**src/core/fifo_flag_pkg.sv**
```systemverilog
// Constants for the dual-clock FIFO status-flag block
package fifo_flag_pkg;
  localparam int          DEPTH_WORDS     = 8192;
  localparam int          LEVEL_W         = 15;
  localparam int          OFS_W           = 16;
  localparam int          DATA_W          = 18;
  localparam int          NARROW_W        = 9;
  localparam int          PARITY_LO_BIT   = 8;
  localparam int          PARITY_HI_BIT   = 17;
  localparam logic [15:0] EMPTY_OFS_RESET = 16'h007f;
  localparam logic [15:0] FULL_OFS_RESET  = 16'h007f;
  localparam logic        SEL_EMPTY_OFS   = 1'h0;
  localparam logic        SEL_FULL_OFS    = 1'h1;
  localparam int          FULL_STAGES     = 2;
  localparam int          EF_STAGES       = 2;
  localparam int          OR_STAGES       = 3;
endpackage : fifo_flag_pkg

```
**src/core/fifo_flag_core.sv**
```systemverilog
// Status flags, offset load/readback and output word of a bus-matched FIFO
`timescale 1ns/1ps
module fifo_flag_core #(
  parameter int          DEPTH       = fifo_flag_pkg::DEPTH_WORDS,
  parameter logic [15:0] EMPTY_OFS_0 = fifo_flag_pkg::EMPTY_OFS_RESET,
  parameter logic [15:0] FULL_OFS_0  = fifo_flag_pkg::FULL_OFS_RESET
) (
  // Clock and reset
  input  wire logic                              core_clk_in,
  input  wire logic                              rst_n_in,
  // Device resets and straps
  input  wire logic                              master_reset_n_in,
  input  wire logic                              partial_reset_n_in,
  input  wire logic                              fall_through_mode_in,
  input  wire logic                              prog_flag_timing_select_in,
  input  wire logic                              parity_placement_select_in,
  input  wire logic                              in_wide_in,
  input  wire logic                              out_wide_in,
  // Writer side, write_tick_in marks a write clock edge
  input  wire logic                              write_tick_in,
  input  wire logic                              write_enable_n_in,
  input  wire logic [fifo_flag_pkg::DATA_W-1:0]  data_in,
  // Reader side, read_tick_in marks a read clock edge
  input  wire logic                              read_tick_in,
  input  wire logic                              read_enable_n_in,
  input  wire logic [fifo_flag_pkg::DATA_W-1:0]  mem_data_in,
  // Offset register access
  input  wire logic                              offset_load_in,
  input  wire logic                              offset_read_in,
  input  wire logic                              offset_sel_in,
  // Flags and data
  output logic                                   full_input_ready_out,
  output logic                                   empty_output_ready_out,
  output logic                                   almost_full_flag_out,
  output logic                                   almost_empty_flag_out,
  output logic                                   half_full_flag_out,
  output logic                                   write_accept_out,
  output logic                                   read_accept_out,
  output logic [fifo_flag_pkg::DATA_W-1:0]       data_out
);
  import fifo_flag_pkg::*;

  typedef logic [LEVEL_W-1:0] level_t;

  // Mode bits caught at master reset
  logic fall_through_mode_mode;
  logic sync_flags;
  logic interspersed;
  logic in_wide;
  logic out_wide;

  logic [OFS_W-1:0] empty_ofs;
  logic [OFS_W-1:0] full_ofs;

  level_t level;
  level_t next_level;
  level_t cap;
  level_t cap_eff;
  level_t half_thr;
  level_t ae_thr;
  level_t af_thr;

  logic running;
  logic full_raw;
  logic wr_ok;
  logic rd_ok;
  logic [FULL_STAGES-2:0] full_pipe;
  logic [OR_STAGES-1:0]   valid_pipe;

  // Strip parity bits from a parallel offset word
  function automatic logic [OFS_W-1:0] offset_from_bus(input logic ip,
                                                        input logic [DATA_W-1:0] d);
    if (ip) begin
      offset_from_bus = {d[PARITY_HI_BIT-1:PARITY_LO_BIT+1], d[PARITY_LO_BIT-1:0]};
    end else begin
      offset_from_bus = d[OFS_W-1:0];
    end
  endfunction : offset_from_bus

  // Place an offset back on the output bus, parity slots zero
  function automatic logic [DATA_W-1:0] offset_to_bus(input logic ip,
                                                       input logic [OFS_W-1:0] o);
    if (ip) begin
      offset_to_bus = {1'b0, o[OFS_W-1:PARITY_LO_BIT], 1'b0, o[PARITY_LO_BIT-1:0]};
    end else begin
      offset_to_bus = {2'b00, o};
    end
  endfunction : offset_to_bus

  assign running = master_reset_n_in && partial_reset_n_in;

  // Units follow the wider port, so two narrow ports double the depth
  assign cap      = (in_wide || out_wide) ? level_t'(DEPTH) : level_t'(2 * DEPTH);
  assign cap_eff  = fall_through_mode_mode ? cap + level_t'(1) : cap;
  assign half_thr = (cap >> 1) + (fall_through_mode_mode ? level_t'(1) : level_t'(0));
  assign ae_thr   = level_t'(empty_ofs) + (fall_through_mode_mode ? level_t'(1) : level_t'(0));
  assign af_thr   = cap_eff - level_t'(full_ofs);

  assign full_raw = (level >= cap_eff);
  assign wr_ok    = running && write_tick_in && !write_enable_n_in && !full_raw;

  // Reads are gated by the flag the reader sees, and in standard mode also by a nonzero raw count
  always_comb begin
    if (fall_through_mode_mode) begin
      rd_ok = running && read_tick_in && !read_enable_n_in && valid_pipe[OR_STAGES-1];
    end else begin
      rd_ok = running && read_tick_in && !read_enable_n_in && valid_pipe[EF_STAGES-1]
              && (level != level_t'(0));
    end
  end

  assign next_level = level + level_t'(wr_ok) - level_t'(rd_ok);

  // Straps
  always_ff @(posedge core_clk_in) begin
    if (!rst_n_in) begin
      fall_through_mode_mode    <= 1'b0;
      sync_flags   <= 1'b0;
      interspersed <= 1'b0;
      in_wide      <= 1'b1;
      out_wide     <= 1'b1;
    end else if (!master_reset_n_in) begin
      fall_through_mode_mode    <= fall_through_mode_in;
      sync_flags   <= prog_flag_timing_select_in;
      interspersed <= parity_placement_select_in;
      in_wide      <= in_wide_in;
      out_wide     <= out_wide_in;
    end
  end

  // Offsets survive a partial reset
  always_ff @(posedge core_clk_in) begin
    if (!rst_n_in || !master_reset_n_in) begin
      empty_ofs <= EMPTY_OFS_0;
      full_ofs  <= FULL_OFS_0;
    end else if (offset_load_in) begin
      if (offset_sel_in == SEL_FULL_OFS) begin
        full_ofs <= offset_from_bus(interspersed, data_in);
      end else begin
        empty_ofs <= offset_from_bus(interspersed, data_in);
      end
    end
  end

  // Word count, output register included in fall-through mode
  always_ff @(posedge core_clk_in) begin
    if (!rst_n_in || !running) begin
      level <= '0;
    end else begin
      level <= next_level;
    end
  end

  // Full / input ready, two stages on write ticks
  always_ff @(posedge core_clk_in) begin
    if (!rst_n_in || !running) begin
      full_pipe <= '0;
    end else if (write_tick_in) begin
      // First stage only; the output register below is the second
      full_pipe[0] <= (next_level >= cap_eff);
    end
  end

  always_ff @(posedge core_clk_in) begin
    if (!rst_n_in || !running) begin
      full_input_ready_out <= !fall_through_mode_mode;
    end else if (write_tick_in) begin
      // Active-high not-full in standard, active-low ready in fall-through
      full_input_ready_out <= fall_through_mode_mode ? full_pipe[0] : !full_pipe[0];
    end
  end

  // Valid chain on read ticks; an emptying read clears it at once
  always_ff @(posedge core_clk_in) begin
    if (!rst_n_in || !running) begin
      valid_pipe <= '0;
    end else if (read_tick_in) begin
      if (next_level == level_t'(0)) begin
        valid_pipe <= '0;
      end else if (fall_through_mode_mode && rd_ok) begin
        valid_pipe <= {valid_pipe[OR_STAGES-2:0], 1'b1} | {OR_STAGES{valid_pipe[0]}};
      end else begin
        valid_pipe <= {valid_pipe[OR_STAGES-2:0], 1'b1};
      end
    end
  end

  always_ff @(posedge core_clk_in) begin
    if (!rst_n_in || !running) begin
      empty_output_ready_out <= fall_through_mode_mode;
    end else if (read_tick_in) begin
      if (fall_through_mode_mode) begin
        empty_output_ready_out <= (next_level == level_t'(0)) ? 1'b1
                                  : !valid_pipe[OR_STAGES-2];
      end else begin
        empty_output_ready_out <= (next_level == level_t'(0)) ? 1'b0
                                  : valid_pipe[EF_STAGES-2];
      end
    end
  end

  // Almost full
  always_ff @(posedge core_clk_in) begin
    if (!rst_n_in || !running) begin
      almost_full_flag_out <= 1'b1;
    end else if (sync_flags) begin
      if (write_tick_in) begin
        almost_full_flag_out <= !(next_level >= af_thr);
      end
    end else if (write_tick_in && next_level >= af_thr) begin
      almost_full_flag_out <= 1'b0;
    end else if (read_tick_in && next_level < af_thr) begin
      almost_full_flag_out <= 1'b1;
    end
  end

  // Almost empty
  always_ff @(posedge core_clk_in) begin
    if (!rst_n_in || !running) begin
      almost_empty_flag_out <= 1'b0;
    end else if (sync_flags) begin
      if (read_tick_in) begin
        almost_empty_flag_out <= !(next_level <= ae_thr);
      end
    end else if (read_tick_in && next_level <= ae_thr) begin
      almost_empty_flag_out <= 1'b0;
    end else if (write_tick_in && next_level > ae_thr) begin
      almost_empty_flag_out <= 1'b1;
    end
  end

  // Half full: writes can only set it, reads can only clear it
  always_ff @(posedge core_clk_in) begin
    if (!rst_n_in || !running) begin
      half_full_flag_out <= 1'b1;
    end else if (write_tick_in && next_level > half_thr) begin
      half_full_flag_out <= 1'b0;
    end else if (read_tick_in && next_level <= half_thr) begin
      half_full_flag_out <= 1'b1;
    end
  end

  // Strobes to the storage array
  always_ff @(posedge core_clk_in) begin
    if (!rst_n_in) begin
      write_accept_out <= 1'b0;
      read_accept_out  <= 1'b0;
    end else begin
      write_accept_out <= wr_ok;
      read_accept_out  <= rd_ok;
    end
  end

  // Output word; a narrow output port leaves the top bits of read data at zero
  always_ff @(posedge core_clk_in) begin
    if (!rst_n_in) begin
      data_out <= '0;
    end else if (offset_read_in) begin
      data_out <= offset_to_bus(interspersed, (offset_sel_in == SEL_FULL_OFS)
                                ? full_ofs : empty_ofs);
    end else if (rd_ok) begin
      data_out <= out_wide ? mem_data_in
                  : {{(DATA_W-NARROW_W){1'b0}}, mem_data_in[NARROW_W-1:0]};
    end
  end
endmodule : fifo_flag_core

```
**config.mk**
```make
export PLATFORM = sky130hd
export DESIGN_NAME = fifo_flag_core
export DESIGN_NICKNAME = d
export VERILOG_FILES = /design/src/core/fifo_flag_pkg.sv /design/src/core/fifo_flag_core.sv
export SDC_FILE = /design/constraint.sdc
export NUM_CORES = 1
export LEC_CHECK = 0
export BUFFER_PORTS_ARGS = -buffer_cell sky130_fd_sc_hd__buf_4
export CORE_MARGIN = 2
export CORE_UTILIZATION = 35
export DETAILED_ROUTE_END_ITERATION = 6
export PLACE_DENSITY = 0.5
export SYNTH_ARGS = -nofsm -noshare
export SYNTH_HDL_FRONTEND = slang
export SYNTH_SLANG_ARGS = --single-unit
```
**constraint.sdc**
```tcl
create_clock -name core_clk_in -period 15.5 [get_ports core_clk_in]
set_clock_uncertainty 0.1 [all_clocks]
set_input_delay 3.875 -clock core_clk_in [delete_from_list [all_inputs] [get_ports core_clk_in]]
set_output_delay 3.875 -clock core_clk_in [all_outputs]
set_load 0.01 [all_outputs]
```
==> reports/qor.yml <==
cts:
  cts.clk_slew.worst_paths_ps: 60
  cts_tree: "built"
  cts_root_buf: "clkbuf_16"
  tritoncts.num_buffers: 9
  cts_hold_buf: 0
  cts_sinks: 81
  post-cts-setup-buffers: 0
  clock_latency_ps: 350
  ctsResizeCount: 0
  htree_levels: 3
  clock_path_buffers: 2
synth:
  ys_ff_latch: 81
  yosysSeqAreaShare_pct: 27.82
  synth_area_mm2: 0.005901
  netlist-cell-type-count: 69
  synth.most_common_cell: "nor2_1"
  synth_top_area_share_pct: 26.80
  ys_top_cells_by_count: "nor2_1 (81), dfxtp_1 (79), nand2_1 (69)"
  synth_area_leader_cell: "dfxtp_1"
  synth-async-reset-ratio_pct: 0
  synth_edf_count: 2
  synth_area_leaders: "dfxtp_1 (27%), ha_1 (14%), nor2_1 (5.2%), mux2i_1 (5.1%), a211oi_1 (5.0%)"
  avgSynthCellArea_um2: 8.218
  synth_warnings: 0
  syn_nets: 837
  ys.flop_type: "dfxtp_1"
  synthCells: 718
timing:
  worst_pin_slew_ps: 863.3
  rsz0062_at_grt: "no"
  fin_tns_setup_ps: 0
  fin_crit_sh_pct: 54.12
  min_period_ps: 8388
  slew_headroom_pct: 42.03
  maxSlewViolCount: 0
  setup_viol: 0
  fmax_mhz: 119.2
  hold_viol_final: 0
grt:
  grt-ovfl-total: 0
  grt_pass1_vias: 5199
  grt_max_degree: 30
  grt_use_total_pct: 18.91
  antenna_found_initial: 0
  grt_first_pass_wirelength_um: 26630
critical_path:
  path_depth: 21
  path_buf_inv: 3
  worstSetupEndpointType: "register"
  cp_cell_sequence: "buf_4 > nand2_1 > nor3b_1 > nor2b_1 > buf_4 > ha_1 > inv_1 > ha_1 > fa_1 > nor2b_1 > o21ai_0 > nand4_1 > nand3_1 > o31ai_1 > xnor2_1 > ha_1 > nand4_1 > nor4_1 > nand3_1 > o21ai_1 > a22oi_1"
  critPathMaxFanout: 22
  slowest_stage: "xnor2_1"
  slowest_delay_ps: 690
  criticalPathCategory: "in -> reg"
  path_delay_family: "simple AND/OR/NAND/NOR gates"
  critical_path.most_common_cell: "ha_1"
  crit_required_ps: 15600
  cp-start-kind: "primary input"
  arrival_ps: 8490
  ff2ff_path_depth: 25
final_layout:
  syn2layout_area_growth_pct: 17.35
  diodes: 0
  nets: 892
  post-route-util_pct: 41.90
  fillers: 1682
  drive_gt1_share_pct: 14.52
worst_hold_path:
  min_path_cells: 2
  holdCritPathClass: "reg -> reg"
routing:
  totalWireLength_um: 16710
  vias_per_cell: 5.252
  drc: 0
  drt_first_pass_iters: 4
  drt_iter0_drc: 264
  postRouteAntennaNets: 0
  vias: 5241
  wl_per_cell_um: 16.75
die:
  fp-row-count: 47
  initial_utilization_pct: 35.71
  core_mm2: 0.01652
  dieArea_mm2: 0.01791
  pin_count: 77
  die_w_um: 133.8
  fp.dieH_um: 133.8
placed_design:
  io_buffer_count: 75
  place_congestion: 0.8874
  hpwl_um: 13150
status:
  outcome: "complete, no violations"
power_and_ir_drop:
  switchingPower_mw: 0.1406
  internal_power_mw: 0.3684
  seq_power_share_pct: 44.1
  power.density_mw_per_mm2: 73.51
  pwr-share-comb_pct: 13.5
  leakagePower_nw: 3.038
  peakVddDrop_v: 0.00005092
  netSwitchingFraction_pct: 27.63
  clockPowerShare_pct: 42.4
flow_run:
  maxCapViolCount: 0
[path summary, 6_finish.rpt]
kind | start | to | slack [ps]
max | master_reset_n_in | almost_full_flag_out$_SDFFE_PP1P_ | 7110
min | valid_pipe[2]$_SDFFE_PP0P_ | valid_pipe[2]$_SDFFE_PP0P_ | 380
max reg2reg | fall_through_mode_mode$_SDFFE_PN0N_ | almost_full_flag_out$_SDFFE_PP1P_ | 9030
min reg2reg | valid_pipe[2]$_SDFFE_PP0P_ | valid_pipe[2]$_SDFFE_PP0P_ | 380
[placed cells by master, fill, tap and decap left out, types with 15 or more instances in the layout]
cell	n
dfxtp_1	79
a211oi_1	39
nand3_1	27
ha_1	66
nand2_1	69
o21ai_0	15
inv_1	47
buf_4	77
mux2i_1	30
nor2b_1	17
xnor2_1	23
nor2_1	81
a21oi_1	19
[area by class of cell]
class | count | area (um2) | share of cell area [%]
repair buffers | 77 | 578.1 | 8.348
flip-flops and latches | 81 | 1642 | 23.71
clock buffers | 10 | 250.2 | 3.614
multi-input cells | 557 | 3956 | 57.14
clock inverters | 6 | 46.29 | 0.6686
inverters | 47 | 176.4 | 2.548
well taps | 220 | 275.3 | 3.975
[worst register-to-register path: cells and delay by family, from the launching register on]
| kind | cells | cell delay (ps) |
|---|---|---|
| buffers and inverters | 1 | 40 |
| XOR/XNOR | 1 | 690 |
| AO/OA/AOI/OAI | 10 | 1610 |
| adder cells (fa/ha/maj) | 5 | 1570 |
| flip-flops | 1 | 640 |
| AND/OR/NAND/NOR | 8 | 1680 |
[kinds of logic (layout without fill, tap and decap cells)]
| group | count (synthesis) | after routing | synth area share (%) |
|---|---|---|---|
| simple gates | 281 | 281 | 23.62 |
| compound gates | 134 | 134 | 16.73 |
| flops | 81 | 81 | 27.82 |
| mux | 35 | 35 | 6.043 |
| fa+ha+maj | 68 | 68 | 14.50 |
| buf+inv | 80 | 140 | 5.131 |
| xor+xnor | 39 | 39 | 6.149 |
[routing by layer]
metal	part of all wire, %	routed length [um]	vias to the layer above	track usage [%]
met2	50	8291	84	33.59
li1	-	-	2684	-
met3	2.5	425	22	3.364
met1	46	7654	2451	23.28
met5	0	0	-	0
met4	2.1	343	0	5.733
[sequential cells by signal, indices dropped and copies added, names as in the netlist]
register / cells
data_out: 18
almost_empty_flag_out: 1
in_wide: 1
full_input_ready_out: 1
empty_ofs: 16
full_ofs: 16
sync_flags: 1
read_accept_out: 1
full_pipe: 1
out_wide: 1
empty_output_ready_out: 1
level: 15
valid_pipe: 3
almost_full_flag_out: 1
interspersed: 1
half_full_flag_out: 1
fall_through_mode_mode: 1
write_accept_out: 1
[power by group through the flow]
stage          clock [mW]  sequential, mW  combinational, mW
6_report            0.216           0.224             0.0688
5_1_grt             0.229           0.225             0.0767
4_1_cts             0.222           0.224             0.0696
3_5_place_dp            0           0.229             0.0692
3_3_place_gp            0           0.229             0.0685
2_1_floorplan           0           0.227             0.0412
[through the flow]
stage / cell area [um2] / setup WS [ps] / instances / power, mW / hold slack [ps]
after floorplan: 5901 / 7101 / 718 / 0.2686 / 346.8
after global placement: 6628 / 6759 / 982 / 0.2973 / 367.6
final: 6924 / 7112 / 998 / 0.5090 / 381.7
after CTS: 6924 / 7149 / 998 / 0.5163 / 381.2
after global routing: 6924 / 6813 / 998 / 0.5315 / 421.1
after detailed placement: 6628 / 6807 / 982 / 0.2983 / 372.4
(Power assumes the default switching activity.)
